File: config.mk
export PLATFORM = sky130hd
export DESIGN_NAME = rsc_top
export DESIGN_NICKNAME = d
export VERILOG_FILES = /design/src/rsc_pkg.sv /design/src/rsc_clock_loss.sv /design/src/rsc_top.sv
export VERILOG_INCLUDE_DIRS = /design/src /design/src/src
export SDC_FILE = /design/constraint.sdc
export NUM_CORES = 1
export LEC_CHECK = 0
export ABC_CLOCK_PERIOD_IN_PS = 2150
export BUFFER_PORTS_ARGS = -buffer_cell sky130_fd_sc_hd__buf_2
export CAP_MARGIN = 10
export CORE_UTILIZATION = 26
export DETAILED_ROUTE_END_ITERATION = 6
export GPL_ROUTABILITY_DRIVEN = 0
export GPL_TIMING_DRIVEN = 0
export PLACE_DENSITY = 0.53
export SYNTH_ARGS = -nofsm -noshare
export SYNTH_HDL_FRONTEND = slang
export SYNTH_SLANG_ARGS = --single-unit
File: constraint.sdc
create_clock -name clk -period 2.15 [get_ports clk]
set_input_delay 0.1075 -clock clk [delete_from_list [all_inputs] [get_ports clk]]
set_output_delay 0.1075 -clock clk [all_outputs]
set_load 0.005 [all_outputs]
File: src/rsc_map.svh
// Register map, field positions and timing counts of the reset controller
`ifndef RSC_MAP_SVH
`define RSC_MAP_SVH

`define RSC_ADDR_MON_CTRL     8'hff
`define RSC_ADDR_CAUSE        8'hef

`define RSC_MON_EN_BIT        7
`define RSC_MON_STAT_BIT      6

`define RSC_CAUSE_PIN_BIT     0
`define RSC_CAUSE_POR_BIT     1
`define RSC_CAUSE_MCD_BIT     2
`define RSC_CAUSE_WDT_BIT     3
`define RSC_CAUSE_SW_BIT      4
`define RSC_CAUSE_CMP_BIT     5
`define RSC_CAUSE_FLASH_BIT   6

`define RSC_CAUSE_RST_VAL     8'h02
`define RSC_USER_TOP_ADDR     16'h3dff

`define RSC_CLK_PERIOD_PS     8000
`define RSC_CLK_LOSS_TIME_US  100
`define RSC_CLK_LOSS_CYC      ((`RSC_CLK_LOSS_TIME_US * 1000000) / `RSC_CLK_PERIOD_PS)
`define RSC_SETTLE_CYC        64
`define RSC_HOLD_CYC          4

`endif

File: src/rsc_pkg.sv
// Types shared by the reset controller files
`include "rsc_map.svh"
package rsc_pkg;

  // Register bus request from the core
  typedef struct packed {
    logic       wr;
    logic       rd;
    logic [7:0] addr;
    logic [7:0] wdata;
  } rsc_sfr_req_t;

  // Flash access observation from the memory controller
  typedef struct packed {
    logic        wr_valid;
    logic        wr_enable;
    logic [15:0] wr_addr;
    logic        code_rd_valid;
    logic [15:0] code_rd_addr;
    logic        fetch_valid;
    logic [15:0] fetch_addr;
    logic        sec_block;
  } rsc_flash_t;

  // Reset request sources, one bit each
  typedef struct packed {
    logic flash;
    logic cmp;
    logic sw;
    logic wdt;
    logic clock_loss_detector;
    logic vdm;
    logic pin;
  } rsc_req_t;

  typedef enum logic [2:0] {
    ST_POR  = 3'b001,
    ST_RUN  = 3'b010,
    ST_HOLD = 3'b100
  } rsc_state_t;

  // Address beyond the user code space
  function automatic logic rsc_above_user(input logic [15:0] addr);
    rsc_above_user = (addr > `RSC_USER_TOP_ADDR);
  endfunction : rsc_above_user

endpackage : rsc_pkg

File: src/rsc_clock_loss.sv
// One-shot clock loss timer watching the sampled system clock level
`timescale 1ns/10ps
module rsc_clock_loss #(
  parameter int LIMIT_CYC = 12500,
  parameter int CNT_W     = 14
) (
  input  wire logic clk,        // Free-running reference clock
  input  wire logic nrst,       // Asynchronous reset, active low
  input  wire logic enable,     // Detector enable
  input  wire logic clk_level,  // Sampled level of the watched clock
  output logic      timeout     // One-cycle pulse on stuck clock
);

  logic [CNT_W-1:0] cnt_r;
  logic             level_r;
  logic             fired_r;
  logic             stuck;

  assign stuck = (clk_level == level_r);

  // Remember last level so any edge retriggers the one-shot
  always_ff @(posedge clk or negedge nrst)
  begin
    if (!nrst)
      level_r <= 1'b0;
    else
      level_r <= clk_level;
  end

  // Count cycles without an edge; fires once past the limit
  always_ff @(posedge clk or negedge nrst)
  begin
    if (!nrst)
    begin
      cnt_r   <= '0;
      fired_r <= 1'b0;
    end
    else if (!enable || !stuck)
    begin
      cnt_r   <= '0;
      fired_r <= 1'b0;
    end
    else if (cnt_r < CNT_W'(LIMIT_CYC))
      cnt_r <= cnt_r + CNT_W'(1);
    else
      fired_r <= 1'b1;
  end

  // Strictly longer than the limit, one pulse per stuck period
  assign timeout = enable && stuck && !fired_r
                   && (cnt_r == CNT_W'(LIMIT_CYC));

endmodule : rsc_clock_loss

File: src/rsc_top.sv
// Reset source controller: merges reset requests and records the cause
`timescale 1ns/10ps
`include "rsc_map.svh"
module rsc_top #(
  parameter int CLK_LOSS_CYC = `RSC_CLK_LOSS_CYC,
  parameter int SETTLE_CYC   = `RSC_SETTLE_CYC,
  parameter int HOLD_CYC     = `RSC_HOLD_CYC
) (
  input  wire logic                 clk,            // System clock
  input  wire logic                 nrst,           // Power-on reset, low
  input  wire rsc_pkg::rsc_sfr_req_t sfr_req,       // Register access
  output logic [7:0]                sfr_rdata,      // Registered read data
  input  wire logic                 rst_pin_i,      // Reset pin level
  output logic                      rst_pin_o,      // Pin drive value
  output logic                      rst_pin_oe,     // Pin drive enable
  input  wire logic                 supply_mon_out, // Raw monitor output
  output logic                      supply_monitor_enable, // Analog on
  input  wire logic                 cmp_out,        // Comparator output
  input  wire logic                 wdt_expire,     // Watchdog overflow
  input  wire rsc_pkg::rsc_flash_t  flash,          // Flash accesses
  input  wire logic                 sys_clk_level,  // Watched clock level
  output logic                      sys_rst_n,      // System reset, low
  output logic [7:0]                reset_cause     // Cause flags
);

  // Limitations: the power-on delay, the watchdog's own timer and the
  // comparator live outside and arrive here as plain levels or pulses.
  // Selects cannot be read back, since the cause register shows flags
  // at the same positions, and software cannot clear a flag.
  // Two requests in one cycle both leave their flag set.

  localparam int SET_W  = $clog2(SETTLE_CYC + 1);
  localparam int HOLD_W = $clog2(HOLD_CYC + 1);
  localparam int LOSS_W = $clog2(CLK_LOSS_CYC + 1);

  rsc_pkg::rsc_state_t state_r;
  rsc_pkg::rsc_state_t state_nxt;
  rsc_pkg::rsc_req_t   req;

  logic              mon_en_r;
  logic [SET_W-1:0]  settle_r;
  logic              mon_settled;
  logic              mon_ok;
  logic              sel_vdm_r;
  logic              sel_mcd_r;
  logic              sel_cmp_r;
  logic [HOLD_W-1:0] hold_r;
  logic              hold_done;
  logic [7:0]        cause_r;
  logic [7:0]        req_bits;
  logic              power_cause;
  logic              any_req;
  logic              level_req;
  logic              pin_drive_r;
  logic              sys_rst_n_r;
  logic              mcd_timeout;
  logic              wr_mon;
  logic              wr_cause;
  logic              running;
  logic              flash_fault;
  logic              pin_ext_low;
  logic              reset_exit;
  logic              holding;
  logic              taking;
  logic              pin_drive_nxt;
  logic [7:0]        cause_nxt;
  logic [7:0]        rd_mux;

  // Address decodes shared by the write and read paths
  function automatic logic rsc_hit_mon(input logic [7:0] addr);
    rsc_hit_mon = (addr == `RSC_ADDR_MON_CTRL);
  endfunction : rsc_hit_mon

  function automatic logic rsc_hit_cause(input logic [7:0] addr);
    rsc_hit_cause = (addr == `RSC_ADDR_CAUSE);
  endfunction : rsc_hit_cause

  // Register writes only land while the core runs
  assign running  = (state_r == rsc_pkg::ST_RUN);
  assign holding  = (state_r == rsc_pkg::ST_HOLD);
  assign wr_mon   = running && sfr_req.wr && rsc_hit_mon(sfr_req.addr);
  assign wr_cause = running && sfr_req.wr && rsc_hit_cause(sfr_req.addr);

  // Last cycle of a hold; selects are dropped here, the monitor select kept after a power-type reset
  assign reset_exit = holding && (state_nxt == rsc_pkg::ST_RUN);

  // Monitor enable: set by power-on, untouched by other resets,
  // so a monitor that software switched off stays off after a restart
  always_ff @(posedge clk or negedge nrst)
  begin
    if (!nrst)
      mon_en_r <= 1'b1;
    else if (wr_mon)
      mon_en_r <= sfr_req.wdata[`RSC_MON_EN_BIT];
  end

  assign supply_monitor_enable = mon_en_r;

  // Settling counter restarts whenever the monitor is off
  // It saturates, so the status bit cannot fall back by wrapping
  always_ff @(posedge clk or negedge nrst)
  begin
    if (!nrst)
      settle_r <= '0;
    else if (!mon_en_r)
      settle_r <= '0;
    else if (!mon_settled)
      settle_r <= settle_r + SET_W'(1);
  end

  assign mon_settled = (settle_r == SET_W'(SETTLE_CYC));

  // Until settled the output reads low, so early selection trips
  // a reset; software should wait before selecting the monitor
  assign mon_ok = mon_en_r && mon_settled && supply_mon_out;

  // Monitor select: kept over a power-type reset, dropped otherwise
  always_ff @(posedge clk or negedge nrst)
  begin
    if (!nrst)
      sel_vdm_r <= 1'b1;
    else if (reset_exit)
      sel_vdm_r <= cause_r[`RSC_CAUSE_POR_BIT];
    else if (wr_cause)
      sel_vdm_r <= sfr_req.wdata[`RSC_CAUSE_POR_BIT];
  end

  // Clock-loss enable, dropped by every reset
  always_ff @(posedge clk or negedge nrst)
  begin
    if (!nrst)
      sel_mcd_r <= 1'b0;
    else if (reset_exit)
      sel_mcd_r <= 1'b0;
    else if (wr_cause)
      sel_mcd_r <= sfr_req.wdata[`RSC_CAUSE_MCD_BIT];
  end

  // Comparator select, dropped by every reset so turn-on chatter after
  // a restart cannot trip it before software selects it again
  always_ff @(posedge clk or negedge nrst)
  begin
    if (!nrst)
      sel_cmp_r <= 1'b0;
    else if (reset_exit)
      sel_cmp_r <= 1'b0;
    else if (wr_cause)
      sel_cmp_r <= sfr_req.wdata[`RSC_CAUSE_CMP_BIT];
  end

  // Stuck-clock one-shot, armed by its select bit
  // The watched level is sampled on clk, so a stall shows as a level
  // that stops changing; any edge restarts the count
  rsc_clock_loss #(
    .LIMIT_CYC (CLK_LOSS_CYC),
    .CNT_W     (LOSS_W)
  ) u_clock_loss (
    .clk       (clk),
    .nrst      (nrst),
    .enable    (sel_mcd_r),
    .clk_level (sys_clk_level),
    .timeout   (mcd_timeout)
  );

  // Any flash access outside user space or behind security
  // Addresses are compared against the top of user space; the security
  // check itself lives outside and arrives as one pulse
  assign flash_fault =
      (flash.wr_valid && flash.wr_enable
       && rsc_pkg::rsc_above_user(flash.wr_addr))
    || (flash.code_rd_valid
       && rsc_pkg::rsc_above_user(flash.code_rd_addr))
    || (flash.fetch_valid
       && rsc_pkg::rsc_above_user(flash.fetch_addr))
    || flash.sec_block;

  // The device's own pull on the pin must not read back as an outside
  // request, or a power-type reset would hold itself for ever; an
  // outside hold that overlaps the pull is caught once the pull ends
  assign pin_ext_low = !rst_pin_i && !pin_drive_r;

  // Request vector; pulses are caught at entry, levels keep it held
  always_comb
  begin
    req.pin   = pin_ext_low;
    req.vdm   = sel_vdm_r && !mon_ok;
    req.clock_loss_detector   = mcd_timeout;
    req.cmp   = sel_cmp_r && !cmp_out;
    req.wdt   = wdt_expire;
    req.flash = running && flash_fault;
    req.sw    = wr_cause && sfr_req.wdata[`RSC_CAUSE_SW_BIT];
  end

  // Levels that must be gone before a hold releases the core; pulses are
  // only remembered, so they cannot stretch a hold
  assign level_req = req.pin || req.vdm || req.cmp;
  assign any_req   = level_req || req.clock_loss_detector || req.wdt
                     || req.flash || req.sw;

  // A request taken while running starts a new reset
  assign taking    = running && any_req;

  // Map the request vector onto cause flag positions
  always_comb
  begin
    req_bits                        = 8'h00;
    req_bits[`RSC_CAUSE_PIN_BIT]    = req.pin;
    req_bits[`RSC_CAUSE_POR_BIT]    = req.vdm;
    req_bits[`RSC_CAUSE_MCD_BIT]    = req.clock_loss_detector;
    req_bits[`RSC_CAUSE_WDT_BIT]    = req.wdt;
    req_bits[`RSC_CAUSE_SW_BIT]     = req.sw;
    req_bits[`RSC_CAUSE_CMP_BIT]    = req.cmp;
    req_bits[`RSC_CAUSE_FLASH_BIT]  = req.flash;
  end

  assign power_cause = cause_r[`RSC_CAUSE_POR_BIT];

  // Minimum hold counter for the merged reset
  // Restarts on each entry, so every reset gets its full hold
  always_ff @(posedge clk or negedge nrst)
  begin
    if (!nrst)
      hold_r <= '0;
    else if (running)
      hold_r <= '0;
    else if (!hold_done)
      hold_r <= hold_r + HOLD_W'(1);
  end

  assign hold_done = (hold_r >= HOLD_W'(HOLD_CYC));

  // Sequencer: power-on hold, run, hold for any request. A request is
  // taken at a running edge; the system reset falls at that edge and
  // stays low for HOLD_CYC + 1 cycles, longer while a level persists.
  // Pulses during a hold do not stretch it, so a source that keeps
  // firing cannot lock the core in reset.
  always_comb
  begin
    state_nxt = state_r;
    unique case (state_r)
      // Power-on waits for the hold only; the pin request stays masked by the device's own pull
      rsc_pkg::ST_POR:
        if (hold_done && !req.pin)
          state_nxt = rsc_pkg::ST_RUN;
      rsc_pkg::ST_RUN:
        if (any_req)
          state_nxt = rsc_pkg::ST_HOLD;
      rsc_pkg::ST_HOLD:
        if (hold_done && !level_req)
          state_nxt = rsc_pkg::ST_RUN;
      default:
        state_nxt = rsc_pkg::ST_HOLD;
    endcase
  end

  always_ff @(posedge clk or negedge nrst)
  begin
    if (!nrst)
      state_r <= rsc_pkg::ST_POR;
    else
      state_r <= state_nxt;
  end

  // Next cause flags: whole overwrite at entry so stale causes read 0,
  // merge during a hold so a late source is not lost
  always_comb
  begin
    cause_nxt = cause_r;
    if (taking)
      cause_nxt = req_bits;
    else if (holding)
      cause_nxt = cause_r | req_bits;
  end

  // Cause flags survive system resets; only power-on reinitialises
  always_ff @(posedge clk or negedge nrst)
  begin
    if (!nrst)
      cause_r <= `RSC_CAUSE_RST_VAL;
    else
      cause_r <= cause_nxt;
  end

  // System reset output, low from power-on through every hold
  // Taken from the next state so the output flop never glitches
  always_ff @(posedge clk or negedge nrst)
  begin
    if (!nrst)
      sys_rst_n_r <= 1'b0;
    else
      sys_rst_n_r <= (state_nxt == rsc_pkg::ST_RUN);
  end

  assign sys_rst_n = sys_rst_n_r;

  // Pin pulled low only for power and monitor resets; a monitor drop
  // inside another hold joins the pull one cycle late, which is harmless
  always_comb
  begin
    pin_drive_nxt = pin_drive_r;
    if (state_nxt == rsc_pkg::ST_RUN)
      pin_drive_nxt = 1'b0;
    else if (running)
      pin_drive_nxt = req.vdm;
    else if (holding)
      pin_drive_nxt = pin_drive_r || power_cause;
  end

  always_ff @(posedge clk or negedge nrst)
  begin
    if (!nrst)
      pin_drive_r <= 1'b1;
    else
      pin_drive_r <= pin_drive_nxt;
  end

  // Open drain: drive value is always low, enable selects it
  assign rst_pin_o  = 1'b0;
  assign rst_pin_oe = pin_drive_r;

  // Read multiplexer; unmapped addresses return zero
  always_comb
  begin
    rd_mux = 8'h00;
    if (rsc_hit_mon(sfr_req.addr))
      rd_mux = {mon_en_r, mon_ok, 6'h00};
    else if (rsc_hit_cause(sfr_req.addr))
      rd_mux = {1'b0, cause_r[6:0]};
  end

  // Registered read data; holds its value between reads
  always_ff @(posedge clk or negedge nrst)
  begin
    if (!nrst)
      sfr_rdata <= 8'h00;
    else if (sfr_req.rd)
      sfr_rdata <= rd_mux;
  end

  assign reset_cause = cause_r;

endmodule : rsc_top

==> results.py <==
metrics = {
    "routing": {
        "wl_per_cell_um": 11.8,
        "first_pass_iters": 4,
        "vias_per_cell": 4.44,
        "drtIter0Drc": 92,
        "drc": 0,
        "ant_nets": 0,
        "routed_wl_mm": 5.76,
        "vias": 2171,
    },
    "pwr": {
        "internal_power_mw": 1.61,
        "switching_power_mw": 0.702,
        "switching_share_pct": 30.4,
        "power_density_nw_per_um2": 695,
        "power_frac_comb_pct": 27.3,
        "power_frac_seq_pct": 49.3,
        "power.leakage_nw": 1.43,
        "p_clk_share_pct": 23.4,
        "ir_drop_mv": 0.417,
    },
    "floorplan": {
        "row_count": 36,
        "fp.coreArea_um2": 9730,
        "die-area_um2": 10400,
        "die_h_um": 102,
        "die_x_um": 102,
        "pin_count": 98,
        "initial_core_util_pct": 26.7,
    },
    "sta": {
        "worst_pin_slew_ns": 0.778,
        "holdWs_ns": 0.0551,
        "hold_violations": 0,
        "finalSetupViolations": 0,
        "max_freq_ghz": 0.476,
        "final.setup_skew_ns": 0.00935,
        "fin_crit_ns": 2.10,
        "fin_tns_setup_ns": 0,
        "fin_crit_sh_pct": 97.8,
        "slew_headroom_pct": 48.0,
        "slew_viol_final": 0,
        "rsz0062_at_grt": "yes",
    },
    "synthesis": {
        "yosysTopAreaCell": "dfrtp_1",
        "synth_edf_count": 0,
        "synth_common_cells": "dfrtp_1 (45), nor2_1 (31), nand2_1 (27), inv_1 (20), nand3_1 (19)",
        "ys_ff_latch": 50,
        "synth_top_area_share_pct": 43.3,
        "yosysSeqAreaShare_pct": 48.4,
        "yosysMostFrequentCell": "dfrtp_1",
        "netlist_area_um2": 2600,
        "yosys-top-cells-area": "dfrtp_1 (43%), dfstp_2 (5.1%), nor2_1 (4.5%), nand2_1 (3.9%), xnor2_1 (3.7%)",
        "syn_avg_cell_area_um2": 9.56,
        "postSynthCellCount": 272,
        "synthFlopType": "dfrtp_1",
        "async_reset_ff_share_pct": 100,
        "yosysUniqueCellTypes": 47,
        "ys_warn_count": 0,
    },
    "grt": {
        "grt_pass1_wl_mm": 9.31,
        "antenna_found_initial": 0,
        "grt_start_max_net_pins": 51,
        "first_global_vias": 1985,
        "grt_util_all_layers_pct": 11.2,
        "overflow": 0,
    },
    "placement": {
        "hpwl_mm": 4.19,
        "placedInstanceArea_um2": 3090,
        "portBuffers": 64,
    },
    "cells_and_area": {
        "diodes": 0,
        "area_delta_synth_final_pct": 27.8,
        "drive_gt1_share_pct": 28.7,
        "final_area_um2": 3320,
        "final_nets": 438,
    },
    "clocking": {
        "root_buffer": "clkbuf_8",
        "cts_sinks": 50,
        "clock_path_buffers": 2,
        "clk_pin_slew_ns": 0.10,
        "clock_latency_ns": 0.30,
        "cts_tree": "built",
        "h-tree-depth": 2,
        "cts_buffers": 5,
    },
    "setup_path": {
        "path_cells": "inv_2, ha_1, and4bb_4, a41oi_4, nor3_4, and4bb_4, a21oi_4, or3_1",
        "cp.required_ns": 2.33,
        "cp_max_fo": 5,
        "end_kind": "register",
        "worstPathArrival_ns": 2.28,
        "cp_num_buf_inv": 1,
        "worst-setup-path-type": "register to register",
        "crit_slowest_cell": "dfrtp_1",
        "critPathLaunchType": "register",
        "path_delay_family": "simple AND/OR/NAND/NOR gates",
        "slowest_delay_ns": 0.42,
        "crit_top_cell": "and4bb_4",
    },
    "run": {
        "drv_cap": 0,
    },
    "run_status": {
        "status": "complete, no violations",
    },
    "hold_path": {
        "hp-class": "primary input to register",
    },
}
## timing repair
| item | 4_1_cts | 5_1_grt |
|---|---|---|
| hold buffers | 1 | 1 |
| gates cloned | 0 | 0 |
| buffers inserted | 0 | 8 |
| pin swaps | 1 | 4 |
| setup endpoints to repair | 2 | 8 |
| gates resized for setup | 1 | 6 |
| endpoints found under the hold margin | 1 | 9 |
## path summary, 6_finish.rpt
path | endpoint | cells past startpoint | slack (ns) | startpoint
hold reg to reg | state_r[0]$_DFF_PN1_ | 2 | 0.52 | state_r[1]$_DFF_PN0_
max in group asynchronous | reset_cause[1]$_DFFE_PN1N_ | 3 | 1.39 | nrst
hold / removal | supply_monitor_enable$_DFFE_PN1P_ | 2 | 0.06 | sfr_req[7]
setup reg to reg | state_r[2]$_DFF_PN0_ | 8 | 0.05 | settle_r[0]$_DFFE_PN0P_
min in group asynchronous | u_clock_loss.cnt_r[11]$_DFFE_PN0P_ | 2 | 0.21 | nrst
setup / recovery | state_r[2]$_DFF_PN0_ | 8 | 0.05 | settle_r[0]$_DFFE_PN0P_
## cell usage in the layout (no fill, tap or decap), types with 2 or more instances in the layout
master	n
o21ai_1	5
clkbuf_8	5
xnor2_1	11
nor4_4	2
nor3_1	5
nand3_1	19
nor3b_1	2
buf_2	64
dfstp_2	5
dlygate4sd3_1	2
o21ai_0	10
mux2i_1	5
a21oi_1	9
a22oi_1	3
buf_4	11
o22ai_1	2
o32ai_1	2
nand2_1	27
ha_1	5
nor4_1	3
and4bb_4	2
and2_1	7
xor2_1	8
nand4_1	9
a31oi_1	2
conb_1	2
clkbuf_1	4
dfrtp_1	45
inv_1	19
and3_1	4
nor2_1	31
## area by class of cell
type	count	area, µm²
clock buffer	5	68.8
sequential	50	1260
fill	1034	6410
tap	133	166
inverter	20	75.1
multi-input combinational	195	1260
timing repair buffer	75	420
clock inverter	3	21.3
buffer	8	48.8
## power by group through the flow
stage / registers (mW) / logic, mW / clock network [mW]
after global routing: 1.16 / 0.714 / 0.606
final: 1.14 / 0.631 / 0.540
after global placement: 1.15 / 0.540 / 0
after floorplan: 1.14 / 0.363 / 0
after CTS: 1.14 / 0.546 / 0.572
after detailed placement: 1.16 / 0.547 / 0
## per-stage QoR
step	instances	utilization [%]	power (mW)	worst slack [ns]
after floorplan	273	-	1.50	0.135
after global placement	470	31.8	1.69	-0.00999
after detailed placement	470	31.8	1.71	-0.0300
after CTS	479	32.9	2.26	0.0186
after global routing	489	34.2	2.48	-0.0557
final	489	34.2	2.31	0.0472
## sequential cells by signal (all words and copies together) (netlist names)
signal                 flops
settle_r                   7
u_clock_loss.cnt_r        14
supply_monitor_enable      1
u_clock_loss.fired_r       1
sel_cmp_r                  1
sel_vdm_r                  1
sfr_rdata                  8
reset_cause                7
sys_rst_n                  1
sel_mcd_r                  1
state_r                    3
rst_pin_oe                 1
u_clock_loss.level_r       1
hold_r                     3
## cell families (layout without fill, tap and decap cells)
logic type | Yosys count | count (layout) | share of synthesized area, %
XOR/XNOR | 19 | 19 | 6.40
adder cells (fa/ha/maj) | 5 | 5 | 2.41
AO/OA/AOI/OAI | 42 | 42 | 10.9
flip-flops | 50 | 50 | 48.4
buffers and inverters | 28 | 111 | 4.62
AND/OR/NAND/NOR | 121 | 121 | 24.8
other | 1 | 2 | 0.144
multiplexers | 6 | 6 | 2.36
## layer usage
layer | track usage (%) | part of all wire [%] | up-vias
li1 | - | - | 1106
met1 | 16.2 | 52 | 1023
met2 | 17.1 | 44 | 40
met3 | 2.53 | 3.3 | 2
met4 | 2.31 | 0.49 | 0
met5 | 0 | 0 | -
Note: power is estimated with default switching activity, not from simulation.
